### src/dds_defines.svh
`ifndef DDS_DEFINES_SVH
`define DDS_DEFINES_SVH

// ==========================================================
// timing counts, in distribution path cycles, except DDS_QUAL_EDGES which counts qualifier falling edges
// ==========================================================
`define DDS_QUAL_EDGES 2'h2
`define DDS_SHOT_WAIT 4'h3
`define DDS_SHOT_LEN 4'h3
`define DDS_FORCE_LOW_AT 4'h5
`define DDS_RISE_AFTER 4'h5
`define DDS_PLAIN_LAT 6

// ==========================================================
// auto sync register window and feedback select layout
// ==========================================================
`define DDS_AUTO_REG_FIRST 5'h00
`define DDS_AUTO_REG_LAST 5'h05
`define DDS_QUAL_STRIDE_SHIFT 1

`endif

### src/dds_pkg.sv
// ==========================================================
// types shared by the sync sequencer
// ==========================================================
package dds_pkg;

    // qualified sync sequence
    typedef enum logic [1:0] {
        DDS_IDLE,
        DDS_ARM,
        DDS_WAIT,
        DDS_SHOT
    } dds_state_t;

    // feedback multiplexer select code
    typedef logic [1:0] dds_fb_sel_t;

    // configuration register number on the write strobe
    typedef logic [4:0] dds_reg_addr_t;

endpackage : dds_pkg

### src/dds_channel.sv
`timescale 1ns/1ps

// ==========================================================
// one output divider with hold-low and delayed restart
// ==========================================================
module dds_channel #(
    parameter int DIV_W = 11,
    parameter int DLY_W = 5
) (
    input wire logic clk_i,
    input wire logic resetn_i,
    input wire logic [DIV_W-1:0] divider_value_i,
    input wire logic [DLY_W-1:0] cycle_delay_i,
    input wire logic force_low_i,
    input wire logic release_i,
    output logic clk_o
);

    logic run_reg;
    logic wait_reg;
    logic [DLY_W-1:0] dly_reg;
    logic [DIV_W-1:0] cnt_reg;
    logic [DIV_W-1:0] cnt_next;
    logic [DIV_W-1:0] half_w;
    logic wrap_w;
    logic start_w;

    // counter wraps at divide-1; high for the first, longer half of odd divides
    assign wrap_w = (cnt_reg >= divider_value_i - {{(DIV_W-1){1'b0}}, 1'b1});
    assign cnt_next = wrap_w ? '0 : cnt_reg + {{(DIV_W-1){1'b0}}, 1'b1};
    assign half_w = (divider_value_i + {{(DIV_W-1){1'b0}}, 1'b1}) >> 1;
    // restart once the latched delay has counted out
    assign start_w = wait_reg && (dly_reg <= {{(DLY_W-1){1'b0}}, 1'b1});

    // force beats release so an overlapping plain hold keeps the pin low
    always_ff @(posedge clk_i)
    begin
        if (!resetn_i)
        begin
            run_reg <= 1'b1;
            wait_reg <= 1'b0;
            dly_reg <= '0;
            cnt_reg <= '0;
            clk_o <= 1'b0;
        end
        else if (force_low_i)
        begin
            run_reg <= 1'b0;
            wait_reg <= 1'b0;
            clk_o <= 1'b0;
        end
        else if (release_i)
        begin
            // delay field only latched here
            wait_reg <= 1'b1;
            dly_reg <= cycle_delay_i;
        end
        else if (start_w)
        begin
            wait_reg <= 1'b0;
            run_reg <= 1'b1;
            cnt_reg <= '0;
            clk_o <= 1'b1;
        end
        else if (wait_reg)
        begin
            dly_reg <= dly_reg - {{(DLY_W-1){1'b0}}, 1'b1};
        end
        else if (run_reg)
        begin
            cnt_reg <= cnt_next;
            clk_o <= (cnt_next < half_w);
        end
    end

endmodule : dds_channel

### src/dds_dynamic_delay_sync.sv
// Contract
// feedback select picks the qualifying output clock
// exempt qualifier gives absolute, qualifier untouched
// non-exempt qualifier gives relative, qualifier resynced
// exempt outputs keep toggling through sync
// host prefers absolute in zero-delay mode
// half step applies at once, no sync
// cycle delay changes only at sync
// host sets qualify enable before adjusting
// host keeps output two powered when qualifying
// host enables feedback mux for qualifier
// global sync enable gates all sync
// auto sync on writes to registers 0-5
// pin or polarity toggle starts sync
// host special sequence for delay 13+
// host disables auto sync for relative half-steps
// qualified, wait 3 then 3-cycle one-shot
// one-shot turns synced outputs off then on
// host aligns qualifier falling edge to distribution
// host sets qualifier half step per table
// absolute mode leaves qualifier half step fixed
// absolute adjustment may glitch the adjusted output
// select 2 routes output four as qualifier
// low 5 after shot start, rise 5+delay after end; a delay of 0 rises as a delay of 1
// all counts in distribution clock cycles; the code counts DDS_QUAL_EDGES in qualifier falling edges instead
// resample sync pin and qualifier edge first
`timescale 1ns/1ps
`include "dds_defines.svh"

module dds_dynamic_delay_sync #(
    parameter int NUM_OUT = 6,
    parameter int DIV_W = 11,
    parameter int DLY_W = 5
) (
    input wire logic clk_i,
    input wire logic resetn_i,
    input wire logic sync_pin_i,
    input wire logic sync_polarity_invert_i,
    input wire logic sync_enable_i,
    input wire logic sync_qualify_enable_i,
    input wire logic sync_auto_enable_i,
    input wire logic feedback_mux_enable_i,
    input wire dds_pkg::dds_fb_sel_t feedback_mux_select_i,
    input wire logic reg_write_strobe_i,
    input wire dds_pkg::dds_reg_addr_t reg_write_addr_i,
    input wire logic [NUM_OUT-1:0] output_sync_exempt_i,
    input wire logic [NUM_OUT-1:0] output_half_step_i,
    input wire logic [NUM_OUT-1:0][DIV_W-1:0] output_divider_value_i,
    input wire logic [NUM_OUT-1:0][DLY_W-1:0] output_cycle_delay_i,
    output logic [NUM_OUT-1:0] output_clk_o,
    output logic [NUM_OUT-1:0] output_half_step_o,
    output logic qualify_clk_o,
    output logic relative_mode_o,
    output logic one_shot_o,
    output logic sync_busy_o
);
    import dds_pkg::*;

    localparam int PLAIN_LAT = `DDS_PLAIN_LAT;
    localparam int SEL_W = $bits(dds_fb_sel_t);

    // ==========================================================
    // sync sources
    // ==========================================================
    logic pin_meta_reg;
    logic pin_sync_reg;
    logic asserted_prev_reg;
    logic asserted_w;
    logic assert_rise_w;
    logic auto_hit_w;
    logic start_evt_w;

    // two-flop resample of the asynchronous pin
    always_ff @(posedge clk_i)
    begin
        if (!resetn_i)
        begin
            pin_meta_reg <= 1'b0;
            pin_sync_reg <= 1'b0;
            asserted_prev_reg <= 1'b0;
        end
        else
        begin
            pin_meta_reg <= sync_pin_i;
            pin_sync_reg <= pin_meta_reg;
            asserted_prev_reg <= asserted_w;
        end
    end

    // flipping either pin or polarity bit changes the asserted level
    assign asserted_w = sync_enable_i && (pin_sync_reg ^ sync_polarity_invert_i);
    assign assert_rise_w = asserted_w && !asserted_prev_reg;
    // writes into the low register window fire an automatic sync
    assign auto_hit_w = sync_auto_enable_i && reg_write_strobe_i
        && (reg_write_addr_i >= `DDS_AUTO_REG_FIRST) && (reg_write_addr_i <= `DDS_AUTO_REG_LAST);
    // nothing starts while the global enable is low
    assign start_evt_w = sync_enable_i && (assert_rise_w || auto_hit_w);

    // ==========================================================
    // qualifying clock selection
    // ==========================================================
    logic [SEL_W:0] qual_idx_w;
    logic qual_valid_w;
    logic qual_clk_w;
    logic qual_exempt_w;
    logic qual_prev_reg;
    logic qual_fall_w;

    // select code picks every other output
    // code 2 lands on output four
    assign qual_idx_w = {1'b0, feedback_mux_select_i} << `DDS_QUAL_STRIDE_SHIFT;
    assign qual_valid_w = (int'(qual_idx_w) < NUM_OUT);
    assign qual_clk_w = qual_valid_w ? output_clk_o[qual_idx_w] : 1'b0;
    assign qual_exempt_w = qual_valid_w ? output_sync_exempt_i[qual_idx_w] : 1'b1;
    // the qualifier is itself a flop in this domain, so one more stage finds its edge
    assign qual_fall_w = qual_prev_reg && !qual_clk_w;

    // ==========================================================
    // qualified one-shot sequencer
    // ==========================================================
    dds_state_t state_reg;
    dds_state_t state_next;
    logic [1:0] edge_reg;
    logic [1:0] edge_next;
    logic [3:0] seq_reg;
    logic [3:0] seq_next;
    logic shot_force_w;
    logic shot_release_w;
    logic shot_on_w;

    // the wait and shot counts below tick once per distribution cycle; the edge count steps on qualifier falling edges
    always_comb
    begin
        state_next = state_reg;
        edge_next = edge_reg;
        seq_next = seq_reg;
        case (state_reg)
            DDS_IDLE:
            begin
                edge_next = 2'h0;
                seq_next = 4'h0;
                // unqualified auto writes skip the edge wait
                if (start_evt_w && sync_qualify_enable_i)
                    state_next = DDS_ARM;
                else if (auto_hit_w && sync_enable_i)
                    state_next = DDS_WAIT;
            end
            DDS_ARM:
            begin
                if (qual_fall_w)
                begin
                    edge_next = edge_reg + 2'h1;
                    if (edge_reg == `DDS_QUAL_EDGES - 2'h1)
                        state_next = DDS_WAIT;
                end
            end
            DDS_WAIT:
            begin
                // three cycles from qualification to the one-shot
                seq_next = seq_reg + 4'h1;
                if (seq_reg == `DDS_SHOT_WAIT - 4'h1)
                begin
                    seq_next = 4'h0;
                    state_next = DDS_SHOT;
                end
            end
            DDS_SHOT:
            begin
                seq_next = seq_reg + 4'h1;
                if (shot_release_w)
                    state_next = DDS_IDLE;
            end
            default:
            begin
                state_next = DDS_IDLE;
            end
        endcase
    end

    // one-shot lasts three cycles from its start
    assign shot_on_w = (state_reg == DDS_SHOT) && (seq_reg < `DDS_SHOT_LEN);
    // the shot switches synced outputs off, then back on
    // low five after shot start, release five after its end
    assign shot_force_w = (state_reg == DDS_SHOT) && (seq_reg == `DDS_FORCE_LOW_AT);
    assign shot_release_w = (state_reg == DDS_SHOT) && (seq_reg == `DDS_SHOT_LEN + `DDS_RISE_AFTER);

    // state registers of the sequencer
    always_ff @(posedge clk_i)
    begin
        if (!resetn_i)
        begin
            state_reg <= DDS_IDLE;
            edge_reg <= 2'h0;
            seq_reg <= 4'h0;
            qual_prev_reg <= 1'b0;
        end
        else
        begin
            state_reg <= state_next;
            edge_reg <= edge_next;
            seq_reg <= seq_next;
            qual_prev_reg <= qual_clk_w;
        end
    end

    // ==========================================================
    // plain level hold when qualification is off
    // ==========================================================
    logic [PLAIN_LAT:0] plain_sr_reg;
    logic plain_force_w;
    logic plain_release_w;

    // fixed latency line; a level path, so no qualifier edge is needed
    always_ff @(posedge clk_i)
    begin
        if (!resetn_i)
            plain_sr_reg <= '0;
        else
            plain_sr_reg <= {plain_sr_reg[PLAIN_LAT-1:0], asserted_w && !sync_qualify_enable_i};
    end

    assign plain_force_w = plain_sr_reg[PLAIN_LAT-1];
    assign plain_release_w = !plain_sr_reg[PLAIN_LAT-1] && plain_sr_reg[PLAIN_LAT];

    // ==========================================================
    // output channels
    // ==========================================================
    logic [NUM_OUT-1:0] force_w;
    logic [NUM_OUT-1:0] release_w;

    genvar gi;
    generate
        for (gi = 0; gi < NUM_OUT; gi++)
        begin : g_out
            // exempt outputs never see force or release
            // an exempt qualifier is left running, giving absolute adjustment
            // a non-exempt qualifier is resynced along with the rest
            // forcing low mid-pulse may leave a glitch
            assign force_w[gi] = !output_sync_exempt_i[gi] && (shot_force_w || plain_force_w);
            assign release_w[gi] = !output_sync_exempt_i[gi] && (shot_release_w || plain_release_w);

            // each channel takes its new cycle delay only on release
            dds_channel #(
                .DIV_W(DIV_W),
                .DLY_W(DLY_W)
            ) u_chan (
                .clk_i(clk_i),
                .resetn_i(resetn_i),
                .divider_value_i(output_divider_value_i[gi]),
                .cycle_delay_i(output_cycle_delay_i[gi]),
                .force_low_i(force_w[gi]),
                .release_i(release_w[gi]),
                .clk_o(output_clk_o[gi])
            );
        end
    endgenerate

    // ==========================================================
    // registered status outputs
    // ==========================================================
    // half step is passed straight through, never waiting for a sync;
    // no output channel takes the half step; only this registered status output carries it
    always_ff @(posedge clk_i)
    begin
        if (!resetn_i)
        begin
            output_half_step_o <= '0;
            qualify_clk_o <= 1'b0;
            relative_mode_o <= 1'b0;
            one_shot_o <= 1'b0;
            sync_busy_o <= 1'b0;
        end
        else
        begin
            // half step follows its input next cycle
            // nothing here alters the qualifier half step in absolute mode
            output_half_step_o <= output_half_step_i;
            // feedback buffer carries the qualifier only when enabled
            qualify_clk_o <= feedback_mux_enable_i && qual_clk_w;
            // non-exempt qualifier means self-referenced adjustment
            relative_mode_o <= !qual_exempt_w;
            one_shot_o <= shot_on_w;
            sync_busy_o <= (state_next != DDS_IDLE) || (|plain_sr_reg);
        end
    end

endmodule : dds_dynamic_delay_sync

### config.mk
export PLATFORM = sky130hd
export DESIGN_NAME = dds_dynamic_delay_sync
export DESIGN_NICKNAME = d
export VERILOG_FILES = /design/src/dds_pkg.sv /design/src/dds_channel.sv /design/src/dds_dynamic_delay_sync.sv
export VERILOG_INCLUDE_DIRS = /design/src
export SDC_FILE = /design/constraint.sdc
export NUM_CORES = 1
export LEC_CHECK = 0
export ABC_AREA = 1
export BUFFER_PORTS_ARGS = -buffer_cell sky130_fd_sc_hd__buf_2
export CAP_MARGIN = 20
export CORE_MARGIN = 2
export CORE_UTILIZATION = 65
export DETAILED_ROUTE_END_ITERATION = 16
export PLACE_DENSITY = 0.87
export SLEW_MARGIN = 30
export SYNTH_ARGS = -nofsm -noshare
export SYNTH_HDL_FRONTEND = slang
export SYNTH_HIERARCHICAL = 1
export SYNTH_SLANG_ARGS = --single-unit
### constraint.sdc
create_clock -name clk_i -period 8.4 [get_ports clk_i]
set_clock_uncertainty 0.15 [all_clocks]
set_input_delay 1.68 -clock clk_i [delete_from_list [all_inputs] [get_ports clk_i]]
set_output_delay 1.68 -clock clk_i [all_outputs]
set_load 0.005 [all_outputs]
### Word level (Yosys, flattened, before mapping)

Cells that the tools add are included.
Widths: inputs -> output; s select.

* memory bits (writable): 0
* word-level logic and storage cells: 347
* latch bits: 0
* output and inout port bits: 16
* memories kept: 0
* input port bits: 124
* ROM bits: 0
* register bits: 143

* shift operators: 0
* add/sub/neg operators: 26
* equality and inequality tests: 26
* divide/modulo/power cells: 0
* reductions and logical operators: 108
* bitwise operators: 14
* mux-type cells: 107
* multiply operators: 0
* magnitude comparators: 23

Operators with widths (number)
* $mux 11: 24
* $add 11x1->11 const B: 12
* $mux 5: 18
* $ge 11x11->1: 6
* $lt 11x10->1: 6
* $sub 11x1->11 const B: 6
* $mux 1: 52
* $reduce_bool 2->1: 26
* $reduce_and 3->1: 12
* $logic_and 1x1->1: 33
* $le 5x1->1 const B: 6
* $sub 5x1->5 const B: 6
* $ne 2x1->1 const B: 12
* $reduce_and 4->1: 6
* $mux 2: 7
* $ne 2x2->1 const B: 7
* $reduce_and 2->1: 7
* $not 1->1: 13
* $pmux 4 s3: 1
* $reduce_or 2->1: 6
* $logic_not 1->1: 11
* $pmux 2 s4: 1
* $reduce_or 7->1: 1
* $ge 5x1->1 const B: 1
* 18 further kinds: 24

### Longest topological paths before layout

* depth in word-level cells: 10
* mapped depth: 26
* gate-level depth less buffers: 26

### By module

Netlist, hierarchy kept.

By module, submodules not included
* dds_channel: seq. area each 380.4 um^2, area each 1968.1 um^2, cells each 299, instances 6
* dds_dynamic_delay_sync: seq. area each 580.6 um^2, area each 1307.5 um^2, cells each 183, instances 1

### Worst setup path before layout

OpenSTA, ideal clock, no wires.

* path kind: input to register
* start point: in output_divider_value_i[0] (netlist bit)
* end point: reg g_out[0].u_chan.clk_o
* data required time: 8180 ps
* path buffers: 0
* setup slack: 3749 ps
* setup time: 70 ps
* data arrival time: 4431 ps
* stages on the path: 24
* cell sequence: inv_2 -> nand3_2 -> or3_4 -> nor3_2 -> nand2_1 -> xor2_1 -> inv_1 -> ha_1 -> nand2_1 -> nor2_1 -> nand2_1 -> nor2_1 -> nor2_2 -> nand2_2 -> inv_2 -> o21ai_1 -> a21oi_2 -> ha_1 -> a21o_1 -> a21oi_1 -> nand3_1 -> nor2_1 -> nand2_1 -> a21oi_1

* word-level cells in the longest chain between the ends: 7
* elaborated cells on any way between the ends: 8
* classes of those cells: 2 x add/sub; 2 x order compare; 4 x mux

RTL lines
* from (decl): RTL line dds_dynamic_delay_sync.sv:48 `input wire logic [NUM_OUT-1:0][DIV_W-1:0] output_divider_value_i,`
* $sub 11x1->11: RTL line dds_channel.sv:29 `assign wrap_w = (cnt_reg >= divider_value_i - {{(DIV_W-1){1'b0}}, 1'b1});`
* $ge 11x11->1: RTL line dds_channel.sv:29
* $mux 11: RTL line dds_channel.sv:30 `assign cnt_next = wrap_w ? '0 : cnt_reg + {{(DIV_W-1){1'b0}}, 1'b1};`
* $lt 11x10->1 (*): RTL line dds_channel.sv:72 `clk_o <= (cnt_next < half_w);`
* $mux 1 (*): RTL line dds_channel.sv:69 `else if (run_reg)`
* $mux 1 (*): RTL line dds_channel.sv:65 `else if (wait_reg)`
* $mux 1 (*): RTL line dds_channel.sv:58 `else if (start_w)`
* to (signal assigned): RTL line dds_channel.sv:72
* to (decl): RTL line dds_channel.sv:16 `output logic clk_o`

Every way passes the cells marked *; elsewhere a longest branch is shown, timed or not. The select of a mux whose other input is x is not followed.
A chain may end at the register's enable or synchronous reset.

### Worst setup path in the final report

* start point: in output_divider_value_i[55] (netlist bit)
* end point: reg g_out[5].u_chan.clk_o

* word-level cells in the longest chain between the ends: 7
* elaborated cells on any way between the ends: 8
* classes of those cells: 2 x add/sub; 2 x order compare; 4 x mux

RTL lines (RTL line)
* $sub 11x1->11: dds_channel.sv:29
* $ge 11x11->1: dds_channel.sv:29
* $mux 11: dds_channel.sv:30
* $lt 11x10->1 (*): dds_channel.sv:72
* $mux 1 (*): dds_channel.sv:69
* $mux 1 (*): dds_channel.sv:65
* $mux 1 (*): dds_channel.sv:58
* to (signal assigned): dds_channel.sv:72
* to (decl): dds_channel.sv:16

Marked as above.

==> impl_metrics.json <==
{
  "synth_top_cell_by_area": "dfxtp_1",
  "antenna_found_initial": 0,
  "ant_nets": 0,
  "r2r_slack_ps": 5190,
  "synth_common_cells": "nand2_1 (490), inv_1 (224), nor2_1 (203)",
  "final_util_pct": 74.6,
  "final-max-slew-violation-count": 0,
  "clock_sinks": 143,
  "rows": 51,
  "fin_crit_sh_pct": 57.8,
  "grt_pass1_wl_mm": 52.1,
  "grt_max_degree": 71,
  "setup_slack_ps": 3540,
  "grt_pass1_vias": 12100,
  "cts_setup_buffers": 0,
  "status": "completed",
  "route.detailed.drc": 0,
  "async_flop_share_pct": 0,
  "hold_viol_final": 0,
  "fin_nets": 2390,
  "final.setup.tns_ps": 0,
  "p_leak_nw": 7.04,
  "holdBufCountCts": 0,
  "synth_enable_flop_cells": 0,
  "post_dp_cell_area_um2": 14100,
  "cts_made_buffers": 17,
  "critPathMaxFanout": 7,
  "fmax_mhz": 206,
  "reg2reg_to": "g_out[0].u_chan/cnt_reg[2]",
  "critPathLaunchType": "input port",
  "cap_violations": 0,
  "synth-main-ff-cell": "dfxtp_1",
  "wl_per_cell_um": 12.8,
  "critPathKind": "in2reg",
  "yosysMostFrequentCell": "nand2_1",
  "layout-drive-gt1-share_pct": 17.1,
  "gr-total-overflow": 0,
  "routabilityCongestion": 0.917,
  "fillerInstances": 1635,
  "port_buffers": 138,
  "via_per_inst": 5.40,
  "slew_headroom_pct": 47.2,
  "htreeDepth": 4,
  "clock-root-buffer": "clkbuf_16",
  "syn_avg_cell_area_um2": 6.63,
  "reg2reg_depth": 10,
  "synth_area_leaders": "dfxtp_1 (22%), ha_1 (15%), nand2_1 (14%), inv_1 (6.4%), xor2_1 (6.0%)",
  "cts_tree": "done",
  "grt_setup_unrepaired": "no",
  "whs_ps": 273,
  "fin_crit_ps": 4860,
  "hp-class": "reg2reg",
  "crit_path_top_delay_cell": "ha_1",
  "power.density_nw_per_um2": 119,
  "tightest_slew_ps": 789,
  "required_ps": 8610,
  "critPathArrivalTime_ps": 5060,
  "seq_area_frac_synth_pct": 21.8,
  "synthDistinctLibCells": 35,
  "drt_iter0_drc": 729,
  "drt-total-wl_mm": 30.5,
  "start_util_pct": 66.7,
  "finalNonFillerCells": 2388,
  "clk-insertion-delay-late_ps": 430,
  "place.detailed.hpwl_mm": 23.9,
  "drt_pass1_iterations": 7,
  "ys_ff_latch": 143,
  "ioPinCount": 140,
  "dieWidth_um": 146,
  "final_area_um2": 14700,
  "end_kind": "flop",
  "synth_top_area_share_pct": 21.8,
  "min_to": "pin_sync_reg",
  "power_mw": 1.74,
  "hold_start": "pin_meta_reg",
  "clock_path_buffers": 2,
  "r2r-start": "seq_reg[0]",
  "syn-num-nets": 2256,
  "setup_violations": 0,
  "syn_inst": 1977,
  "design.core.area_um2": 19700,
  "dieArea_um2": 21300,
  "post_cts_resized": 0,
  "num_vias": 12900,
  "crit_buf_inv": 3,
  "grt_use_total_pct": 28.5,
  "syn_to_final_growth_pct": 11.7,
  "min_path_cells": 2,
  "dp.cells": 2357,
  "num_antenna_cells": 0,
  "synth_warnings": 6,
  "vdd_drop_max_v": 0.000147,
  "largest_reg_flops": 66,
  "die-height_um": 146,
  "clk_pin_slew_worst_paths_ps": 60,
  "critical-path-top-delay-family": "simple AND/OR/NAND/NOR gates",
  "pre_cts_slack_ps": 3150,
  "critPathMaxStageDelay_ps": 310,
  "syn-cell-area_um2": 13100
}
-- worst reg2reg max path, cell delays in order, from the launching register on --
cell and delay (ps):
dfxtp_1 390, inv_1 110, ha_1 230, nand3_1 80
nor2_1 60, nor2_1 540, nor2_1 370, or2_1 330
nor3_2 540, nand2_1 170, a21oi_1 170
-- how the worst max path moves through the flow --
stage	startpoint	to	slack, ps	depth (start not counted)
2_1_floorplan	output_divider_value_i[0]	g_out[0].u_chan/clk_o	3750	24
3_3_place_gp	output_divider_value_i[0]	g_out[0].u_chan/clk_o	3270	26
3_5_place_dp	output_divider_value_i[33]	g_out[3].u_chan/clk_o	3150	26
4_1_cts	output_divider_value_i[33]	g_out[3].u_chan/clk_o	3580	26
5_1_grt	output_divider_value_i[55]	g_out[5].u_chan/clk_o	3150	26
6_report	output_divider_value_i[55]	g_out[5].u_chan/clk_o	3540	26
-- cells in the final DEF (no fill, tap or decap), drive strengths merged, types with 9 or more instances in the layout --
cell / instances
nand2: 507
inv: 278
nor2: 228
a21oi: 169
ha: 155
dfxtp: 143
buf: 141
nand3: 116
xor2: 90
o21ai: 86
nor3: 45
nand4: 32
xnor2: 25
a31oi: 20
clkbuf: 20
and3: 13
nor4: 13
a21o: 12
clkinv: 9
-- routing by layer --
layer	vias to the layer above	share of wire (%)	track usage [%]
met1	5825	44	35.1
met5	-	0	0
met3	58	4.8	4.75
li1	6704	-	-
met2	313	49	50.3
met4	0	2.3	9.85
-- where the power goes --
part / internal [mW] / total [mW] / switching (mW) / leakage, nW
clock: 0.446 / 0.746 / 0.300 / 0.269
sequential: 0.693 / 0.709 / 0.0163 / 1.16
combinational: 0.113 / 0.287 / 0.174 / 5.61
total: 1.25 / 1.74 / 0.490 / 7.04
-- kinds of logic after synthesis --
family	share of synthesized area [%]
flip-flops	21.8
AND/OR/NAND/NOR	34.3
AO/OA/AOI/OAI	12.5
buffers and inverters	8.94
adder cells (fa/ha/maj)	14.8
XOR/XNOR	7.68
-- layout make-up --
type	count	area, µm²	share of cell area [%]
clock buffers	20	447	3.05
clock inverters	11	134	0.914
inverters	282	1060	7.22
multi-input cells	1526	9110	62.1
flip-flops and latches	143	2860	19.5
well taps	265	332	2.26
repair buffers	141	713	4.87
(Power assumes the default switching activity.)
